File: src/core/wcu_pkg.sv
// Package: constants and types for the upper wetting current configuration block
package wcu_pkg;
  localparam logic [7:0]  WCU_REG_INDEX   = 8'h1E;
  localparam logic [9:0]  WCU_REG_ADDR    = 10'h078;
  localparam logic [23:0] WCU_RESET_VAL   = 24'h000000;
  localparam logic [23:0] WCU_WRITE_MASK  = 24'h7FFFFF;
  localparam int          WCU_SINK_OFF_BIT = 22;
  localparam int          WCU_SRC_OFF_BIT  = 21;
  localparam int          WCU_FIELDS      = 7;
  localparam int          WCU_INPUTS      = 12;
  localparam logic [1:0]  WCU_RESP_OKAY   = 2'h0;
  localparam logic [1:0]  WCU_RESP_SLVERR = 2'h2;
  localparam logic [2:0]  WCU_CODE_10MA   = 3'h4;
  // One-hot current levels
  localparam logic [5:0]  WCU_LVL_OFF  = 6'h01;
  localparam logic [5:0]  WCU_LVL_1MA  = 6'h02;
  localparam logic [5:0]  WCU_LVL_2MA  = 6'h04;
  localparam logic [5:0]  WCU_LVL_5MA  = 6'h08;
  localparam logic [5:0]  WCU_LVL_10MA = 6'h10;
  localparam logic [5:0]  WCU_LVL_15MA = 6'h20;

  typedef enum logic [1:0] {
    WCU_W_IDLE = 2'h1,
    WCU_W_RESP = 2'h2
  } wcu_wstate_t;

  typedef enum logic [1:0] {
    WCU_R_IDLE = 2'h1,
    WCU_R_DATA = 2'h2
  } wcu_rstate_t;

  typedef struct packed {
    logic [9:0]  awaddr;
    logic        awvalid;
    logic [31:0] wdata;
    logic [3:0]  wstrb;
    logic        wvalid;
    logic        bready;
    logic [9:0]  araddr;
    logic        arvalid;
    logic        rready;
  } wcu_axi_req_t;

  typedef struct packed {
    logic        awready;
    logic        wready;
    logic [1:0]  bresp;
    logic        bvalid;
    logic        arready;
    logic [31:0] rdata;
    logic [1:0]  rresp;
    logic        rvalid;
  } wcu_axi_rsp_t;

  typedef struct packed {
    wcu_wstate_t  wst;
    wcu_rstate_t  rst;
    logic         aw_got;
    logic [9:0]   aw_addr;
    logic         w_got;
    logic [31:0]  w_data;
    logic [3:0]   w_strb;
    logic [23:0]  cfg;
    wcu_axi_rsp_t rsp;
    logic [71:0]  level;
  } wcu_state_t;
endpackage

File: src/core/wcu_top.sv
// Top: AXI4-Lite register and per-input wetting current level decode
`timescale 1ns/1ps
module wcu_top (
  input  wire logic                  clk_sys_in,
  input  wire logic                  rst_n_in,
  input  wire wcu_pkg::wcu_axi_req_t axi_req_in,
  output wcu_pkg::wcu_axi_rsp_t      axi_rsp_out,
  input  wire logic [23:0]           sel_sink_in,
  input  wire logic [23:0]           closed_in,
  input  wire logic                  continuous_in,
  output logic [71:0]                level_out
);
  import wcu_pkg::*;

  wcu_state_t s_ff;
  wcu_state_t nxt_s;

  ////////////////////////////////////////////////////////////////////////
  // Field of input n (n = 12..23)
  function automatic logic [2:0] field_of(input logic [23:0] cfg, input int n);
    logic [2:0] f;
    f = 3'h0;
    if (n == 23) begin
      f = cfg[20:18];
    end else if (n == 22) begin
      f = cfg[17:15];
    end else begin
      f = cfg[3*((n-12)/2) +: 3];
    end
    return f;
  endfunction

  // Code to one-hot level
  function automatic logic [5:0] decode(input logic [2:0] c);
    logic [5:0] l;
    l = WCU_LVL_15MA;
    case (c)
      3'h0: l = WCU_LVL_OFF;
      3'h1: l = WCU_LVL_1MA;
      3'h2: l = WCU_LVL_2MA;
      3'h3: l = WCU_LVL_5MA;
      3'h4: l = WCU_LVL_10MA;
      default: l = WCU_LVL_15MA;
    endcase
    return l;
  endfunction

  ////////////////////////////////////////////////////////////////////////
  always_comb begin
    logic [2:0] code;
    logic       sink;
    logic       off;
    int         n;
    code = 3'h0;
    sink = 1'b0;
    off  = 1'b0;
    n    = 0;
    nxt_s = s_ff;
    // Write channel: address and data taken in either order
    if (axi_req_in.awvalid && s_ff.rsp.awready) begin
      nxt_s.aw_got       = 1'b1;
      nxt_s.aw_addr      = axi_req_in.awaddr;
      nxt_s.rsp.awready  = 1'b0;
    end
    if (axi_req_in.wvalid && s_ff.rsp.wready) begin
      nxt_s.w_got        = 1'b1;
      nxt_s.w_data       = axi_req_in.wdata;
      nxt_s.w_strb       = axi_req_in.wstrb;
      nxt_s.rsp.wready   = 1'b0;
    end
    case (s_ff.wst)
      WCU_W_IDLE: begin
        if (s_ff.aw_got && s_ff.w_got) begin
          if (s_ff.aw_addr[9:2] == WCU_REG_ADDR[9:2]) begin
            for (int b = 0; b < 3; b++) begin
              if (s_ff.w_strb[b]) begin
                nxt_s.cfg[8*b +: 8] = s_ff.w_data[8*b +: 8];
              end
            end
            // Reserved bit masked out of the store, so it can never read back set
            nxt_s.cfg = nxt_s.cfg & WCU_WRITE_MASK;
            nxt_s.rsp.bresp = WCU_RESP_OKAY;
          end else begin
            nxt_s.rsp.bresp = WCU_RESP_SLVERR;
          end
          nxt_s.rsp.bvalid = 1'b1;
          nxt_s.aw_got     = 1'b0;
          nxt_s.w_got      = 1'b0;
          nxt_s.wst        = WCU_W_RESP;
        end
      end
      WCU_W_RESP: begin
        if (axi_req_in.bready) begin
          nxt_s.rsp.bvalid  = 1'b0;
          nxt_s.rsp.awready = 1'b1;
          nxt_s.rsp.wready  = 1'b1;
          nxt_s.wst         = WCU_W_IDLE;
        end
      end
      default: nxt_s.wst = WCU_W_IDLE;
    endcase
    // Read channel
    case (s_ff.rst)
      WCU_R_IDLE: begin
        if (axi_req_in.arvalid) begin
          nxt_s.rsp.arready = 1'b0;
          nxt_s.rsp.rvalid  = 1'b1;
          if (axi_req_in.araddr[9:2] == WCU_REG_ADDR[9:2]) begin
            nxt_s.rsp.rdata = {8'h00, s_ff.cfg & WCU_WRITE_MASK};
            nxt_s.rsp.rresp = WCU_RESP_OKAY;
          end else begin
            nxt_s.rsp.rdata = 32'h00000000;
            nxt_s.rsp.rresp = WCU_RESP_SLVERR;
          end
          nxt_s.rst = WCU_R_DATA;
        end
      end
      WCU_R_DATA: begin
        if (axi_req_in.rready) begin
          nxt_s.rsp.rvalid  = 1'b0;
          nxt_s.rsp.arready = 1'b1;
          nxt_s.rst         = WCU_R_IDLE;
        end
      end
      default: nxt_s.rst = WCU_R_IDLE;
    endcase
    // Level per input, with closure reduction in continuous mode
    for (int i = 0; i < WCU_INPUTS; i++) begin
      n    = i + 12;
      code = field_of(s_ff.cfg, n);
      // Side taken from the pin; sel_sink_in high selects the sink disable bit
      sink = sel_sink_in[n];
      off  = sink ? s_ff.cfg[WCU_SINK_OFF_BIT] : s_ff.cfg[WCU_SRC_OFF_BIT];
      if (continuous_in && closed_in[n] && !off && code >= WCU_CODE_10MA) begin
        nxt_s.level[6*i +: 6] = WCU_LVL_2MA;
      end else begin
        nxt_s.level[6*i +: 6] = decode(code);
      end
    end
  end

  always_ff @(posedge clk_sys_in or negedge rst_n_in) begin
    if (!rst_n_in) begin
      s_ff             <= '0;
      s_ff.wst         <= WCU_W_IDLE;
      s_ff.rst         <= WCU_R_IDLE;
      s_ff.cfg         <= WCU_RESET_VAL;
      s_ff.rsp.awready <= 1'b1;
      s_ff.rsp.wready  <= 1'b1;
      s_ff.rsp.arready <= 1'b1;
      s_ff.level       <= {WCU_INPUTS{WCU_LVL_OFF}};
    end else begin
      s_ff <= nxt_s;
    end
  end

  assign axi_rsp_out = s_ff.rsp;
  assign level_out   = s_ff.level;

  ////////////////////////////////////////////////////////////////////////
  // Checks
  reserved_zero_a: assert property (@(posedge clk_sys_in) disable iff (!rst_n_in)
    !s_ff.cfg[23]) else $error("reserved bit set");
  read_reserved_a: assert property (@(posedge clk_sys_in) disable iff (!rst_n_in)
    s_ff.rsp.rvalid |-> s_ff.rsp.rdata[31:23] == 9'h000) else $error("reserved read nonzero");
  write_store_a: assert property (@(posedge clk_sys_in) disable iff (!rst_n_in)
    (s_ff.wst == WCU_W_IDLE && s_ff.aw_got && s_ff.w_got && s_ff.aw_addr == WCU_REG_ADDR
     && s_ff.w_strb == 4'hF) |=> s_ff.cfg == ($past(s_ff.w_data[23:0]) & WCU_WRITE_MASK))
    else $error("write not stored");
  bad_addr_a: assert property (@(posedge clk_sys_in) disable iff (!rst_n_in)
    (s_ff.rst == WCU_R_IDLE && axi_req_in.arvalid && axi_req_in.araddr[9:2] != WCU_REG_ADDR[9:2])
    |=> s_ff.rsp.rresp == WCU_RESP_SLVERR) else $error("unmapped read not refused");
  code_map_a: assert property (@(posedge clk_sys_in) disable iff (!rst_n_in)
    (!continuous_in && $stable(s_ff.cfg)) |=> s_ff.level[71:66] == decode($past(s_ff.cfg[20:18])))
    else $error("input 23 level wrong");
  sink_reduce_a: assert property (@(posedge clk_sys_in) disable iff (!rst_n_in)
    (continuous_in && closed_in[12] && sel_sink_in[12] && !s_ff.cfg[22] && s_ff.cfg[2])
    |=> s_ff.level[5:0] == WCU_LVL_2MA) else $error("sink reduction missing");
  src_keep_a: assert property (@(posedge clk_sys_in) disable iff (!rst_n_in)
    (continuous_in && closed_in[12] && !sel_sink_in[12] && s_ff.cfg[21] && s_ff.cfg[2:0] == 3'h4)
    |=> s_ff.level[5:0] == WCU_LVL_10MA) else $error("source reduction not disabled");
  pair_share_a: assert property (@(posedge clk_sys_in) disable iff (!rst_n_in)
    (!continuous_in && $stable(s_ff.cfg)) |=> s_ff.level[5:0] == s_ff.level[11:6])
    else $error("pair levels differ");
  bresp_bound_a: assert property (@(posedge clk_sys_in) disable iff (!rst_n_in)
    (s_ff.aw_got && s_ff.w_got) |-> ##[1:2] s_ff.rsp.bvalid) else $error("no write response");

  ////////////////////////////////////////////////////////////////////////
  // Field to input mapping, no reduction outside continuous mode
  level_in22_a: assert property (@(posedge clk_sys_in) disable iff (!rst_n_in)
    !continuous_in
    |=> s_ff.level[65:60] == decode($past(s_ff.cfg[17:15])))
    else $error("input 22 level wrong");
  level_in20_a: assert property (@(posedge clk_sys_in) disable iff (!rst_n_in)
    !continuous_in
    |=> s_ff.level[53:48] == decode($past(s_ff.cfg[14:12])))
    else $error("input 20 level wrong");
  level_in18_a: assert property (@(posedge clk_sys_in) disable iff (!rst_n_in)
    !continuous_in
    |=> s_ff.level[41:36] == decode($past(s_ff.cfg[11:9])))
    else $error("input 18 level wrong");
  level_in16_a: assert property (@(posedge clk_sys_in) disable iff (!rst_n_in)
    !continuous_in
    |=> s_ff.level[29:24] == decode($past(s_ff.cfg[8:6])))
    else $error("input 16 level wrong");
  level_in14_a: assert property (@(posedge clk_sys_in) disable iff (!rst_n_in)
    !continuous_in
    |=> s_ff.level[17:12] == decode($past(s_ff.cfg[5:3])))
    else $error("input 14 level wrong");
  level_in12_a: assert property (@(posedge clk_sys_in) disable iff (!rst_n_in)
    !continuous_in
    |=> s_ff.level[5:0] == decode($past(s_ff.cfg[2:0])))
    else $error("input 12 level wrong");
  pair_14_a: assert property (@(posedge clk_sys_in) disable iff (!rst_n_in)
    !continuous_in
    |=> s_ff.level[17:12] == s_ff.level[23:18])
    else $error("pair 14 levels differ");
  pair_16_a: assert property (@(posedge clk_sys_in) disable iff (!rst_n_in)
    !continuous_in
    |=> s_ff.level[29:24] == s_ff.level[35:30])
    else $error("pair 16 levels differ");
  pair_18_a: assert property (@(posedge clk_sys_in) disable iff (!rst_n_in)
    !continuous_in
    |=> s_ff.level[41:36] == s_ff.level[47:42])
    else $error("pair 18 levels differ");
  pair_20_a: assert property (@(posedge clk_sys_in) disable iff (!rst_n_in)
    !continuous_in
    |=> s_ff.level[53:48] == s_ff.level[59:54])
    else $error("pair 20 levels differ");
  level_onehot_a: assert property (@(posedge clk_sys_in) disable iff (!rst_n_in)
    $onehot(s_ff.level[71:66]) && $onehot(s_ff.level[5:0]))
    else $error("level not one-hot");

  ////////////////////////////////////////////////////////////////////////
  // Closure reduction, both sides, both disable bits
  sink_keep_a: assert property (@(posedge clk_sys_in) disable iff (!rst_n_in)
    (continuous_in && closed_in[12] && sel_sink_in[12] && s_ff.cfg[22])
    |=> s_ff.level[5:0] == decode($past(s_ff.cfg[2:0])))
    else $error("sink reduction not disabled");
  src_reduce_a: assert property (@(posedge clk_sys_in) disable iff (!rst_n_in)
    (continuous_in && closed_in[12] && !sel_sink_in[12] && !s_ff.cfg[21] && s_ff.cfg[2])
    |=> s_ff.level[5:0] == WCU_LVL_2MA)
    else $error("source reduction missing");
  in23_reduce_a: assert property (@(posedge clk_sys_in) disable iff (!rst_n_in)
    (continuous_in && closed_in[23] && !sel_sink_in[23] && !s_ff.cfg[21] && s_ff.cfg[20])
    |=> s_ff.level[71:66] == WCU_LVL_2MA)
    else $error("input 23 reduction missing");
  in22_reduce_a: assert property (@(posedge clk_sys_in) disable iff (!rst_n_in)
    (continuous_in && closed_in[22] && sel_sink_in[22] && !s_ff.cfg[22] && s_ff.cfg[17])
    |=> s_ff.level[65:60] == WCU_LVL_2MA)
    else $error("input 22 reduction missing");
  open_keep_a: assert property (@(posedge clk_sys_in) disable iff (!rst_n_in)
    !closed_in[13]
    |=> s_ff.level[11:6] == decode($past(s_ff.cfg[2:0])))
    else $error("open input reduced");
  low_code_a: assert property (@(posedge clk_sys_in) disable iff (!rst_n_in)
    !s_ff.cfg[20]
    |=> s_ff.level[71:66] == decode($past(s_ff.cfg[20:18])))
    else $error("low code reduced");

  ////////////////////////////////////////////////////////////////////////
  // Register bus handshakes; a held answer must not change under the master
  bvalid_hold_a: assert property (@(posedge clk_sys_in) disable iff (!rst_n_in)
    (s_ff.rsp.bvalid && !axi_req_in.bready)
    |=> s_ff.rsp.bvalid && $stable(s_ff.rsp.bresp))
    else $error("write response dropped");
  b_done_a: assert property (@(posedge clk_sys_in) disable iff (!rst_n_in)
    (s_ff.rsp.bvalid && axi_req_in.bready)
    |=> !s_ff.rsp.bvalid && s_ff.rsp.awready && s_ff.rsp.wready)
    else $error("write not released");
  w_block_a: assert property (@(posedge clk_sys_in) disable iff (!rst_n_in)
    s_ff.rsp.bvalid |-> !s_ff.rsp.awready && !s_ff.rsp.wready)
    else $error("second write accepted");
  rvalid_hold_a: assert property (@(posedge clk_sys_in) disable iff (!rst_n_in)
    (s_ff.rsp.rvalid && !axi_req_in.rready)
    |=> s_ff.rsp.rvalid && $stable(s_ff.rsp.rdata))
    else $error("read data dropped");
  r_block_a: assert property (@(posedge clk_sys_in) disable iff (!rst_n_in)
    s_ff.rsp.rvalid |-> !s_ff.rsp.arready)
    else $error("second read accepted");
  rd_data_a: assert property (@(posedge clk_sys_in) disable iff (!rst_n_in)
    (s_ff.rst == WCU_R_IDLE && axi_req_in.arvalid
     && axi_req_in.araddr[9:2] == WCU_REG_ADDR[9:2])
    |=> s_ff.rsp.rvalid && s_ff.rsp.rresp == WCU_RESP_OKAY
        && s_ff.rsp.rdata == {8'h00, $past(s_ff.cfg) & WCU_WRITE_MASK})
    else $error("read data wrong");
  wr_refuse_a: assert property (@(posedge clk_sys_in) disable iff (!rst_n_in)
    (s_ff.wst == WCU_W_IDLE && s_ff.aw_got && s_ff.w_got
     && s_ff.aw_addr[9:2] != WCU_REG_ADDR[9:2])
    |=> s_ff.rsp.bresp == WCU_RESP_SLVERR && $stable(s_ff.cfg))
    else $error("unmapped write stored");

  bad_cover_c: cover property (@(posedge clk_sys_in) disable iff (!rst_n_in)
    s_ff.rsp.bvalid && s_ff.rsp.bresp == WCU_RESP_SLVERR);
  wr_cover_c: cover property (@(posedge clk_sys_in) disable iff (!rst_n_in)
    s_ff.rsp.bvalid && axi_req_in.bready);
  rd_cover_c: cover property (@(posedge clk_sys_in) disable iff (!rst_n_in)
    s_ff.rsp.rvalid && axi_req_in.rready && s_ff.rsp.rresp == WCU_RESP_OKAY);
  red_cover_c: cover property (@(posedge clk_sys_in) disable iff (!rst_n_in)
    s_ff.level[5:0] == WCU_LVL_2MA && s_ff.cfg[2]);
endmodule

File: config.mk
export PLATFORM = sky130hd
export DESIGN_NAME = wcu_top
export DESIGN_NICKNAME = d
export VERILOG_FILES = /design/src/core/wcu_pkg.sv /design/src/core/wcu_top.sv
export SDC_FILE = /design/constraint.sdc
export NUM_CORES = 1
export LEC_CHECK = 0
export ABC_AREA = 0
export BUFFER_PORTS_ARGS = -buffer_cell sky130_fd_sc_hd__buf_4
export CAP_MARGIN = 25
export CORE_MARGIN = 2
export CORE_UTILIZATION = 40
export CTS_CLUSTER_SIZE = 20
export DETAILED_ROUTE_END_ITERATION = 6
export PLACE_DENSITY = 0.65
export SKIP_LAST_GASP = 1
export SLEW_MARGIN = 20
export SYNTH_ARGS = -nofsm -noshare
export SYNTH_HDL_FRONTEND = slang
export SYNTH_SLANG_ARGS = --single-unit
File: constraint.sdc
create_clock -name clk_sys_in -period 2 [get_ports clk_sys_in]
set_clock_uncertainty 0.15 [all_clocks]
set_input_delay 0.6 -clock clk_sys_in [delete_from_list [all_inputs] [get_ports clk_sys_in]]
set_output_delay 0.6 -clock clk_sys_in [all_outputs]
set_load 0.03 [all_outputs]
Word-level counts from Yosys, hierarchy flattened

Index checks and enable logic that the tools add are counted.

Input port bits: 112
RAM bits: 0
Bits in latches: 0
Bits in registers: 188
Word-level logic and storage cells: 190
Memories: 0
ROM bits: 0

$mul: 0
Eq/ne operators: 38
Reductions and logical operators: 69
Add/subtract/negate cells: 0
Div/mod/pow operators: 0
$lt $le $gt $ge: 7
Mux-type cells: 57
Bitwise operators: 0
Shift-type cells: 0

Operators by type and width:

| kind                                                 | number |
|---|---|
| case mux 6 bit (5 select lines)                      | 7 |
| 2-to-1 mux 6 bit                                     | 12 |
| equality test 3 x 2 -> 1 bit (second input constant) | 14 |
| logical AND 1 bit                                    | 39 |
| 2-to-1 mux 37 bit                                    | 1 |
| 2-to-1 mux 36 bit                                    | 1 |
| 2-to-1 mux 25 bit                                    | 1 |
| 2-to-1 mux 1 bit                                     | 22 |
| equality test 3 x 1 -> 1 bit (second input constant) | 7 |
| equality test 3 bit (second input constant)          | 7 |
| >= comparator 3 bit (second input constant)          | 7 |
| logical NOT 3 bit                                    | 7 |
| equality test 8 x 5 -> 1 bit (second input constant) | 2 |
| 2-to-1 mux 2 bit                                     | 7 |
| logical NOT 1 bit                                    | 12 |
| AND reduction 4 bit                                  | 3 |
| 2-to-1 mux 11 bit                                    | 1 |
| != test 2 bit (second input constant)                | 4 |
| case mux 2 bit (2 select lines)                      | 2 |
| AND reduction 2 bit                                  | 4 |
| case mux 1 bit (2 select lines)                      | 3 |
| AND reduction 3 bit                                  | 2 |
| equality test 2 x 1 -> 1 bit (second input constant) | 2 |
| equality test 2 bit (second input constant)          | 2 |
| nonzero test 2 bit                                   | 2 |

Depth between registers and ports, before layout

Gate-level depths: netlist (run 1).

Depth in word-level cells: 5
Mapped depth: 5
Gate-level depth less buffers: 3

Least setup slack after synthesis (run 1)

OpenSTA, ideal clock, no wires.

Path type: register -> register
Start: register s_ff[187] in the netlist's numbering
End: register s_ff[113] in the netlist's numbering
Period minus slack after synthesis: 1.664 ns
Path buffers: 1
Library setup time: 0.125 ns
Cell stages (with the launch flop): 5
Arrival time: 1.389 ns
Path slack: 0.336 ns
Path through: dfstp_2 -> and4b_1 -> buf_2 -> nand4_2 -> mux2_2

Longest elaborated chain between the ends: 2

Ends and longest elaborated chain:

| item                                 | line           | source |
|---|---|---|
| from (decl)                          | wcu_top.sv:15  | `wcu_state_t s_ff;` |
| from (signal assigned)               | wcu_top.sv:153 | `s_ff <= nxt_s;` |
| equality test 2 x 1 -> 1 bit         | wcu_top.sv:71  | `case (s_ff.wst)` |
| AND reduction 4 bit (no source line) | n/a            |  |

No other way between the ends.
A chain may end at the register's enable or synchronous reset.

Final worst setup path (run 1)

Start: register s_ff[187] in the netlist's numbering
End: register s_ff[131] in the netlist's numbering

The elaborated chain is that of the path after synthesis.

==> run summary, run 1 <==
Worst Setup SP: s_ff[187]
Period Utilization, post-route: 95.8%
Number of antenna violations at the first check in global routing: 0
VDD IR-drop max: 0.612 mV
GRT overflow: 0
CP Class: reg2reg
Core area: 17200 um2
Total Negative Setup Slacks: 0 ps
Final WL: 14300 um
Final hold vios: 0
Crit path required time: 2160 ps
Clock transition at path regs: 70 ps
Max Cap Violations: 0
Post-synth EDFFs: 0
FMAX: 0.522 GHz
Area Growth Syn to Fin: 20.5%
Hold WC Path Type: in2reg
GP Congestion: 0.759
Capturing point of the worst reg2reg path: s_ff[131]
WP data arrival: 2070 ps
Setup violators final: 0
RSZ-0062 raised after global routing: true
Synth unique cells: 32
Post-synth top flop: dfrtp_1
First-pass GRT wire length: 22400 um
Post-route setup slack: 84.0 ps
Fillers: 1538
Yosys warns: 0
Vias per std cell: 4.68
Final min period: 1920 ps
Synthesized area: 6970 um2
Drt pass-1 iters: 4
Nets@finish: 776
Levels on crit path: 3
Final ANT Viol Nets: 0
Type of origin of the critical path: flip-flop
Setup crit end kind: flip-flop
Global Route Usage Sum: 16.1%
Slew Viols, Final: 0
LEAKAGE: 4.30 nW
TritonCTS Buffers: 17
Slew headroom: 53.7%
Iter 0 DRT Violations: 181
Flop-to-flop setup slack: 80 ps
Number of H-tree levels: 4
Met2 Use GR: 26.6%
Commonest cells after routing, fill and taps aside: buf_4 (180), dfrtp_1 (148), nand2_1 (64), mux2_2 (60), o21ai_0 (32)
Critical Path Sink: s_ff[131]
I/O Pins: 225
Sequential-to-total area share from yosys stat: 58.0%
CP Max Fanout: 7
Cells on worst reg2reg path: 3
N_diodes: 0
Met3 usage: 4.92%
Worst-Margin Slew: 695 ps
Syn Area/Cell: 11.8 um2
Port Buf Inserts: 175
Share of cells above drive strength 1: 44.5%
CP max-delay cell: dfstp_2
Largest net degree at the start of global routing: 39
R2R Path Start: s_ff[187]
CTS tree: built
CTS max path bufs: 2
Cells after Synth: 589
DP HPWL: 10400 um
Async SR Flop Fraction: 100%
Seq cells post-synth: 161
Worst-Skew Late Latency: 430 ps
Die area: 18500 um2
Die Ht: 136 um
CTS Root Cell: clkbuf_16
CP peak stage delay: 550 ps
Commonest non-fill, non-tap cell in the layout: buf_4
Power Density: 908 nW/um2
Vias in the first global route: 4358
Setup bufs post-CTS: 0
Vias: 4218
CP bufs+invs: 0
DRC: 0
Met1 Resource Use GR: 19.6%
Gr busiest metal: met2
Routed len/inst: 15.8 um
Die W: 136 um
FP Rows: 48
CP Cell Sequence: and4b_1 > nand4_2 > mux2_2
Initial core utilization: 40.6%
Delay-heaviest family, CP: simple AND/OR/NAND/NOR gates
Pre-CTS setup slack: 19.1 ps
Clock Sinks: 161
Status: finished, final reports clean
per-layer routing:
layer	up-vias	wire, um
met3	15	956
met1	2069	6090
li1	2011	-
met2	123	7050
met5	-	0
met4	0	203
Yosys cell counts, types with 4 or more instances:
cell	number	area share (%)
a21oi_1	5	0.36
and3_1	10	0.90
and3b_1	13	1.6
buf_2	5	0.36
buf_4	113	12
clkbuf_1	24	1.3
dfrtp_1	148	53
dfstp_2	13	4.9
inv_1	6	0.32
mux2_2	60	9.7
mux2i_1	10	1.4
nand2_1	64	3.4
nand4_1	11	0.99
nor2_1	16	0.86
nor2b_1	11	0.99
nor3_1	10	0.72
nor3b_1	14	1.5
o21ai_0	32	2.3
or3b_2	4	0.50
cells by family after synthesis:
family                 count (synthesis)  synth area share, %
and+or+nand+nor                      165                 13.4
DFF                                  161                 58.0
buffers and inverters                148                 14.1
muxes                                 70                 11.1
AOI/OAI and AO/OA                     44                 3.28
other                                  1               0.0538
area by class of cell:
type                            instances  area (um2)  share of cell area [%]
Sequential cell                       161        4050                    48.1
Multi-Input combinational cell        290        1990                    23.6
Timing Repair Buffer                  188        1490                    17.8
Clock buffer                           17         425                    5.06
Tap cell                              225         282                    3.35
Clock inverter                         15         148                    1.76
Inverter                                6        22.5                   0.268
worst min-delay path by stage:
stage	slack, ps	cells past startpoint	from	endpoint
2_1_floorplan	150	0	rst_n_in	axi_rsp_out[0]
3_3_place_gp	320	2	axi_rsp_out[5]	axi_rsp_out[5]
3_5_place_dp	320	2	axi_rsp_out[24]	axi_rsp_out[24]
4_1_cts	170	2	axi_req_in[13]	axi_rsp_out[39]
5_1_grt	190	2	axi_req_in[13]	axi_rsp_out[39]
6_report	200	2	axi_req_in[13]	axi_rsp_out[39]
sequential cells by signal, summed over array words and instances (netlist names):
register	cells
axi_rsp_out	30
level_out	68
s_ff	63
where the power goes:
group / switching, mW / leakage, nW / internal [mW]
logic: 0.385 / 1.89 / 0.391
registers: 0.167 / 2.13 / 3.54
clock network: 1.39 / 0.285 / 1.75
per-stage QoR:
step	utilization (%)	power [mW]	hold WS [ps]	instance area, um2	instances
2_1_floorplan	-	4.22	154	7010	599
5_1_grt	48.9	7.98	191	8400	902
6_report	48.9	7.63	196	8400	902
3_3_place_gp	45.5	4.50	318	7810	869
3_5_place_dp	45.5	4.55	323	7810	869
4_1_cts	48.9	7.74	167	8390	902
worst reg2reg max path, delay by kind of cell, from the launching register on:
kind / cells / cell delay, ps
and+or+nand+nor: 2 / 740
DFF: 1 / 550
muxes: 1 / 360
timing repair:
action,4_1_cts,5_1_grt
resized for setup,0,1
setup endpoints to repair,0,8
endpoints found under the hold margin,29,0
hold buffers,1,0
(Power assumes the default switching activity.)
==> run 2: changes to the inputs <==
--- a/config.mk
+++ b/config.mk
@@ -8,11 +8,14 @@
 export ABC_AREA = 0
 export BUFFER_PORTS_ARGS = -buffer_cell sky130_fd_sc_hd__buf_4
 export CAP_MARGIN = 25
+export CELL_PAD_IN_SITES_DETAIL_PLACEMENT = 1
+export CELL_PAD_IN_SITES_GLOBAL_PLACEMENT = 1
 export CORE_MARGIN = 2
-export CORE_UTILIZATION = 40
+export CORE_UTILIZATION = 39
 export CTS_CLUSTER_SIZE = 20
 export DETAILED_ROUTE_END_ITERATION = 6
-export PLACE_DENSITY = 0.65
+export MAX_ROUTING_LAYER = met4
+export PLACE_DENSITY_LB_ADDON = 0.1
 export SKIP_LAST_GASP = 1
 export SLEW_MARGIN = 20
 export SYNTH_ARGS = -nofsm -noshare
==> run 2 against run 1 <==
  * Worst hold slack got worse by 4.7 ps
  * Core utilization shrank 0.73 points
  * Global-route usage is 1.8 points higher
  * Largest power group unchanged
  * Sequential share of layout area up 0.057 points
==> run summary, run 2 (same netlist as run 1, synthesis figures left out) <==
Port Buf Inserts: 175
Clock transition at path regs: 70 ps
Capturing point of the worst reg2reg path: s_ff[116]
Worst Setup SP: axi_rsp_out[40]
FMAX: 0.528 GHz
Die area: 19000 um2
CP Cell Sequence: buf_4
Die Ht: 138 um
Switching part of the total: 24.8%
Period Utilization, post-route: 94.7%
Largest net degree at the start of global routing: 43
CTS Root Cell: clkbuf_16
Delay-heaviest family, CP: flip-flops
I/O Pins: 225
Largest register FFs: 68
CP Class: reg2out
WP data arrival: 1140 ps
Total chip power: 7.72 mW
Final min period: 1890 ps
Crit path required time: 1250 ps
Die W: 138 um
CP max-delay cell: dfstp_2
Met3 usage: 4.93%
Max Cap Violations: 0
CTS tree: built
Met1 Resource Use GR: 21.6%
Total Negative Setup Slacks: 0 ps
Met2 Use GR: 29.4%
Worst-Skew Late Latency: 420 ps
Sw Pwr: 1.92 mW
DRC: 0
CP Max Fanout: 4
Cells on worst reg2reg path: 3
Drt pass-1 iters: 4
Combinational share of power: 10.1%
Type of origin of the critical path: flip-flop
GRT overflow: 0
CP peak stage delay: 560 ps
Initial core utilization: 40.0%
Worst-Margin Slew: 647 ps
VDD IR-drop max: 0.568 mV
Final ANT Viol Nets: 0
Critical Path Sink: axi_rsp_out[40]
Placed insts: 871
Routed len/inst: 17.4 um
Clock power share: 42.0%
Levels on crit path: 1
First-pass GRT wire length: 24500 um
Setup violators final: 0
Slew Viols, Final: 0
Vias per std cell: 4.71
Area Growth Syn to Fin: 20.4%
Commonest non-fill, non-tap cell in the layout: buf_4
Register area: 4050 um2
Vias: 4262
TritonCTS Buffers: 17
Power Density: 920 nW/um2
CP bufs+invs: 1
Core area: 17400 um2
Multi-input logic area: 1980 um2
Flop-to-flop setup slack: 120 ps
Hold WC Path Type: in2reg
RSZ-0062 raised after global routing: false
Reg power frac: 48.0%
N_diodes: 0
LEAKAGE: 4.28 nW
Final WL: 15700 um
Status: finished, final reports clean
Slew headroom: 56.9%
Internal Power: 5.81 mW
Setup crit end kind: output pin
Commonest cells after routing, fill and taps aside: buf_4 (185), dfrtp_1 (148), nand2_1 (64), mux2_2 (60), o21ai_0 (32)
Resize count post-CTS: 0
Nets@finish: 778
Clock Sinks: 161
Final core utilization: 48.2%
Non-Filler Instances: 904
Number of H-tree levels: 4
Number of antenna violations at the first check in global routing: 0
Share of cells above drive strength 1: 44.6%
GP Congestion: 0.725
Fillers: 1845
DP HPWL: 11500 um
FP Rows: 48
Final hold vios: 0
Global Route Usage Sum: 17.9%
R2R Path Start: s_ff[187]
Iter 0 DRT Violations: 104
Gr busiest metal: met2
Vias in the first global route: 4582
CTS max path bufs: 2
==> run 2: changes by cell type in the layout (fill, tap and decap cells not counted), sizes merged <==
| cell | previous run | this run |
|---|---|---|
| buf | 187 | 189 |
| bufinv | 1 | 2 |
| clkinv | 4 | 1 |
| clkinvlp | 1 | 7 |
| clkbuf | 17 | 18 |
| inv | 15 | 10 |
==> run 2: repair_timing <==
action / CTS / global route
buffers inserted: 0 / 0
hold buffers: 1 / 0
hold endpoints to repair: 30 / 0
setup endpoints to repair: 0 / 0
==> run 2: power groups by stage <==
stage | clock, mW | sequential, mW | combinational, mW
floorplan | 0 | 3.70 | 0.516
global placement | 0 | 3.74 | 0.764
detailed placement | 0 | 3.77 | 0.792
CTS | 3.31 | 3.71 | 0.797
global route | 3.45 | 3.75 | 0.862
finish | 3.24 | 3.71 | 0.776
==> run 2: how the worst min path moves through the flow <==
stage                         from              end  slack (ps)  depth (start not counted)
finish              axi_req_in[50]  axi_rsp_out[40]         190                          2
detailed placement  axi_rsp_out[6]   axi_rsp_out[6]         320                          2
CTS                 axi_req_in[50]  axi_rsp_out[40]         170                          2
global placement    axi_rsp_out[9]   axi_rsp_out[9]         320                          2
global route        axi_req_in[50]  axi_rsp_out[40]         190                          2
floorplan                 rst_n_in   axi_rsp_out[0]         150                          0
==> run 2: worst register-to-register path: stages, from the launching register on <==
cell and delay, ps:
dfstp_2 550, and4b_1 330, nand4_2 340, mux2_2 390
==> run 2: routing by layer <==
| metal | share of wire [%] | wire length (um) |
|---|---|---|
| met4 | 1.4 | 225 |
| met3 | 6.0 | 941 |
| met2 | 49 | 7770 |
| met1 | 43 | 6780 |
| met5 | 0 | 0 |
==> run 2: cell type report <==
cell class,count,share of cell area (%)
Inverter,6,0.268
Tap cell,225,3.35
Multi-Input combinational cell,290,23.6
Timing Repair Buffer,190,17.5
Sequential cell,161,48.2
Clock buffer,18,5.23
Clock inverter,14,1.85
==> run 2: through the flow <==
stage	setup WS [ps]	hold slack (ps)	area, um2
after floorplan	336	154	7010
after global placement	90.8	316	7790
after detailed placement	41.7	323	7790
after CTS	82.2	173	8390
after global routing	25.2	193	8390
final	106	192	8390
==> run 3: changes to the inputs <==
--- a/config.mk
+++ b/config.mk
@@ -10,7 +10,7 @@
 export CAP_MARGIN = 25
 export CELL_PAD_IN_SITES_DETAIL_PLACEMENT = 1
 export CELL_PAD_IN_SITES_GLOBAL_PLACEMENT = 1
-export CORE_MARGIN = 2
+export CORE_MARGIN = 10
 export CORE_UTILIZATION = 39
 export CTS_CLUSTER_SIZE = 20
 export DETAILED_ROUTE_END_ITERATION = 6
==> run 3 against run 2 <==
  * Maximum frequency barely moved
  * Register-to-register slack improved by 30 ps
  * Sequential power barely moved
  * Count of clock-buffer cells in the layout rose by 2
  * Die area rose by 25%
  * Critical path depth did not move
  * Power rose by 2.5%
  * Global-route usage fell by 2.4 points
  * Clock power rose by 6%
  * Highest routed layer unchanged
==> run summary, run 3 (same netlist as run 1, synthesis figures left out) <==
Met2 Use GR: 25.5%
Setup bufs post-CTS: 0
Type of origin of the critical path: flip-flop
Crit path required time: 1250 ps
CTS tree: built
Slew Viols, Final: 0
Final min period: 1900 ps
Clock transition at path regs: 60 ps
R2R Path Start: s_ff[187]
Largest net degree at the start of global routing: 40
Routed len/inst: 19.0 um
Setup crit end kind: output pin
RSZ-0062 raised after global routing: false
CP Cell Sequence: buf_4
First-pass GRT wire length: 28100 um
Pre-CTS setup slack: 96.0 ps
Total Negative Setup Slacks: 0 ps
Drt pass-1 iters: 4
Final hold vios: 0
Worst Setup SP: axi_rsp_out[40]
Port Buf Inserts: 175
Switching part of the total: 23.5%
Number of antenna violations at the first check in global routing: 1
Die area: 23600 um2
Vias in the first global route: 4954
LEAKAGE: 4.31 nW
Gr busiest metal: met2
Combinational share of power: 10.0%
Clock Sinks: 161
CP max-delay cell: dfstp_2
Vias: 4293
Hold WC Path Type: in2reg
WP data arrival: 1150 ps
Final WL: 17200 um
TritonCTS Buffers: 17
GRT overflow: 0
Commonest non-fill, non-tap cell in the layout: buf_4
CP Max Fanout: 4
Die Ht: 154 um
CTS Root Cell: clkbuf_16
Met1 Resource Use GR: 17.2%
Commonest cells after routing, fill and taps aside: buf_4 (181), dfrtp_1 (148), nand2_1 (64), mux2_2 (60), o21ai_0 (32)
Worst-Skew Late Latency: 420 ps
FP Rows: 48
Slew headroom: 53.9%
Max Cap Violations: 0
Reg power frac: 46.9%
Clock power share: 43.2%
Global Route Usage Sum: 15.6%
Iter 0 DRT Violations: 157
FMAX: 0.528 GHz
Final ANT Viol Nets: 0
GP Congestion: 0.744
Internal Power: 6.05 mW
Core area: 17400 um2
Period Utilization, post-route: 94.8%
Area Growth Syn to Fin: 21.2%
Post-route setup slack: 105 ps
Initial core utilization: 40.0%
DRC: 0
Power Density: 937 nW/um2
CP Class: reg2out
Setup violators final: 0
Met3 usage: 6.14%
Status: finished, final reports clean
Min-delay src: axi_req_in[13]
VDD IR-drop max: 0.624 mV
Vias per std cell: 4.75
CTS max path bufs: 2
Largest register FFs: 68
Sw Pwr: 1.86 mW
CP bufs+invs: 1
Number of H-tree levels: 4
Worst-Margin Slew: 692 ps
I/O Pins: 225
Nets@finish: 776
DP HPWL: 12800 um
Delay-heaviest family, CP: flip-flops
Share of cells above drive strength 1: 44.2%
Die W: 154 um
CP peak stage delay: 560 ps
-- run 3: cell count changes in the layout (fill, tap and decap cells not counted), sizes merged --
cell,change
diode,+1
clkinv,+3
clkbuf,+2
inv,-3
clkinvlp,-4
bufinv,+2
buf,-2
-- run 3: layer usage --
layer | vias up | wire length, um
li1 | 2003 | -
met1 | 2152 | 7060
met2 | 121 | 8610
met3 | 17 | 1280
met4 | 0 | 231
met5 | - | 0
-- run 3: area by class of cell --
cell class                      count  area (um2)
Fill cell                        1844        8970
Sequential cell                   161        4050
Multi-Input combinational cell    290        1990
Timing Repair Buffer              188        1480
Clock buffer                       20         447
Tap cell                          225         282
Clock inverter                     12         183
Inverter                            6        22.5
Antenna cell                        1        2.50
-- run 3: power groups by stage --
stage / logic (mW) / clock network (mW) / registers (mW)
global placement: 0.771 / 0 / 3.74
floorplan: 0.516 / 0 / 3.70
finish: 0.790 / 3.42 / 3.71
global route: 0.876 / 3.69 / 3.75
detailed placement: 0.799 / 0 / 3.76
CTS: 0.808 / 3.51 / 3.71
-- run 3: path summary, 6_finish.rpt --
| kind | end | slack [ps] | cells after the start |
|---|---|---|---|
| worst max-delay path | axi_rsp_out[40] | 100 | 1 |
| worst min-delay path | axi_rsp_out[39] | 190 | 2 |
| worst max register to register | s_ff[132] | 150 | 3 |
| worst min register to register | axi_rsp_out[36] | 330 | 2 |
| max in group asynchronous | s_ff[187] | 600 | 3 |
| min in group asynchronous | axi_rsp_out[0] | 480 | 2 |
-- run 3: what timing repair did --
item	in CTS	in global routing
resized for setup	0	1
endpoints found under the setup margin	0	8
hold endpoints to repair	19	0
hold buffers	1	0
-- run 3: metrics by stage --
step	area, um2	util (%)	hold slack (ps)	total power [mW]	std cells
after floorplan	7010	-	154	4.22	599
after CTS	8440	48.4	179	8.03	902
after global routing	8450	48.5	190	8.31	903
after global placement	7800	44.8	314	4.51	869
after detailed placement	7800	44.8	323	4.56	869
final	8450	48.5	195	7.91	903
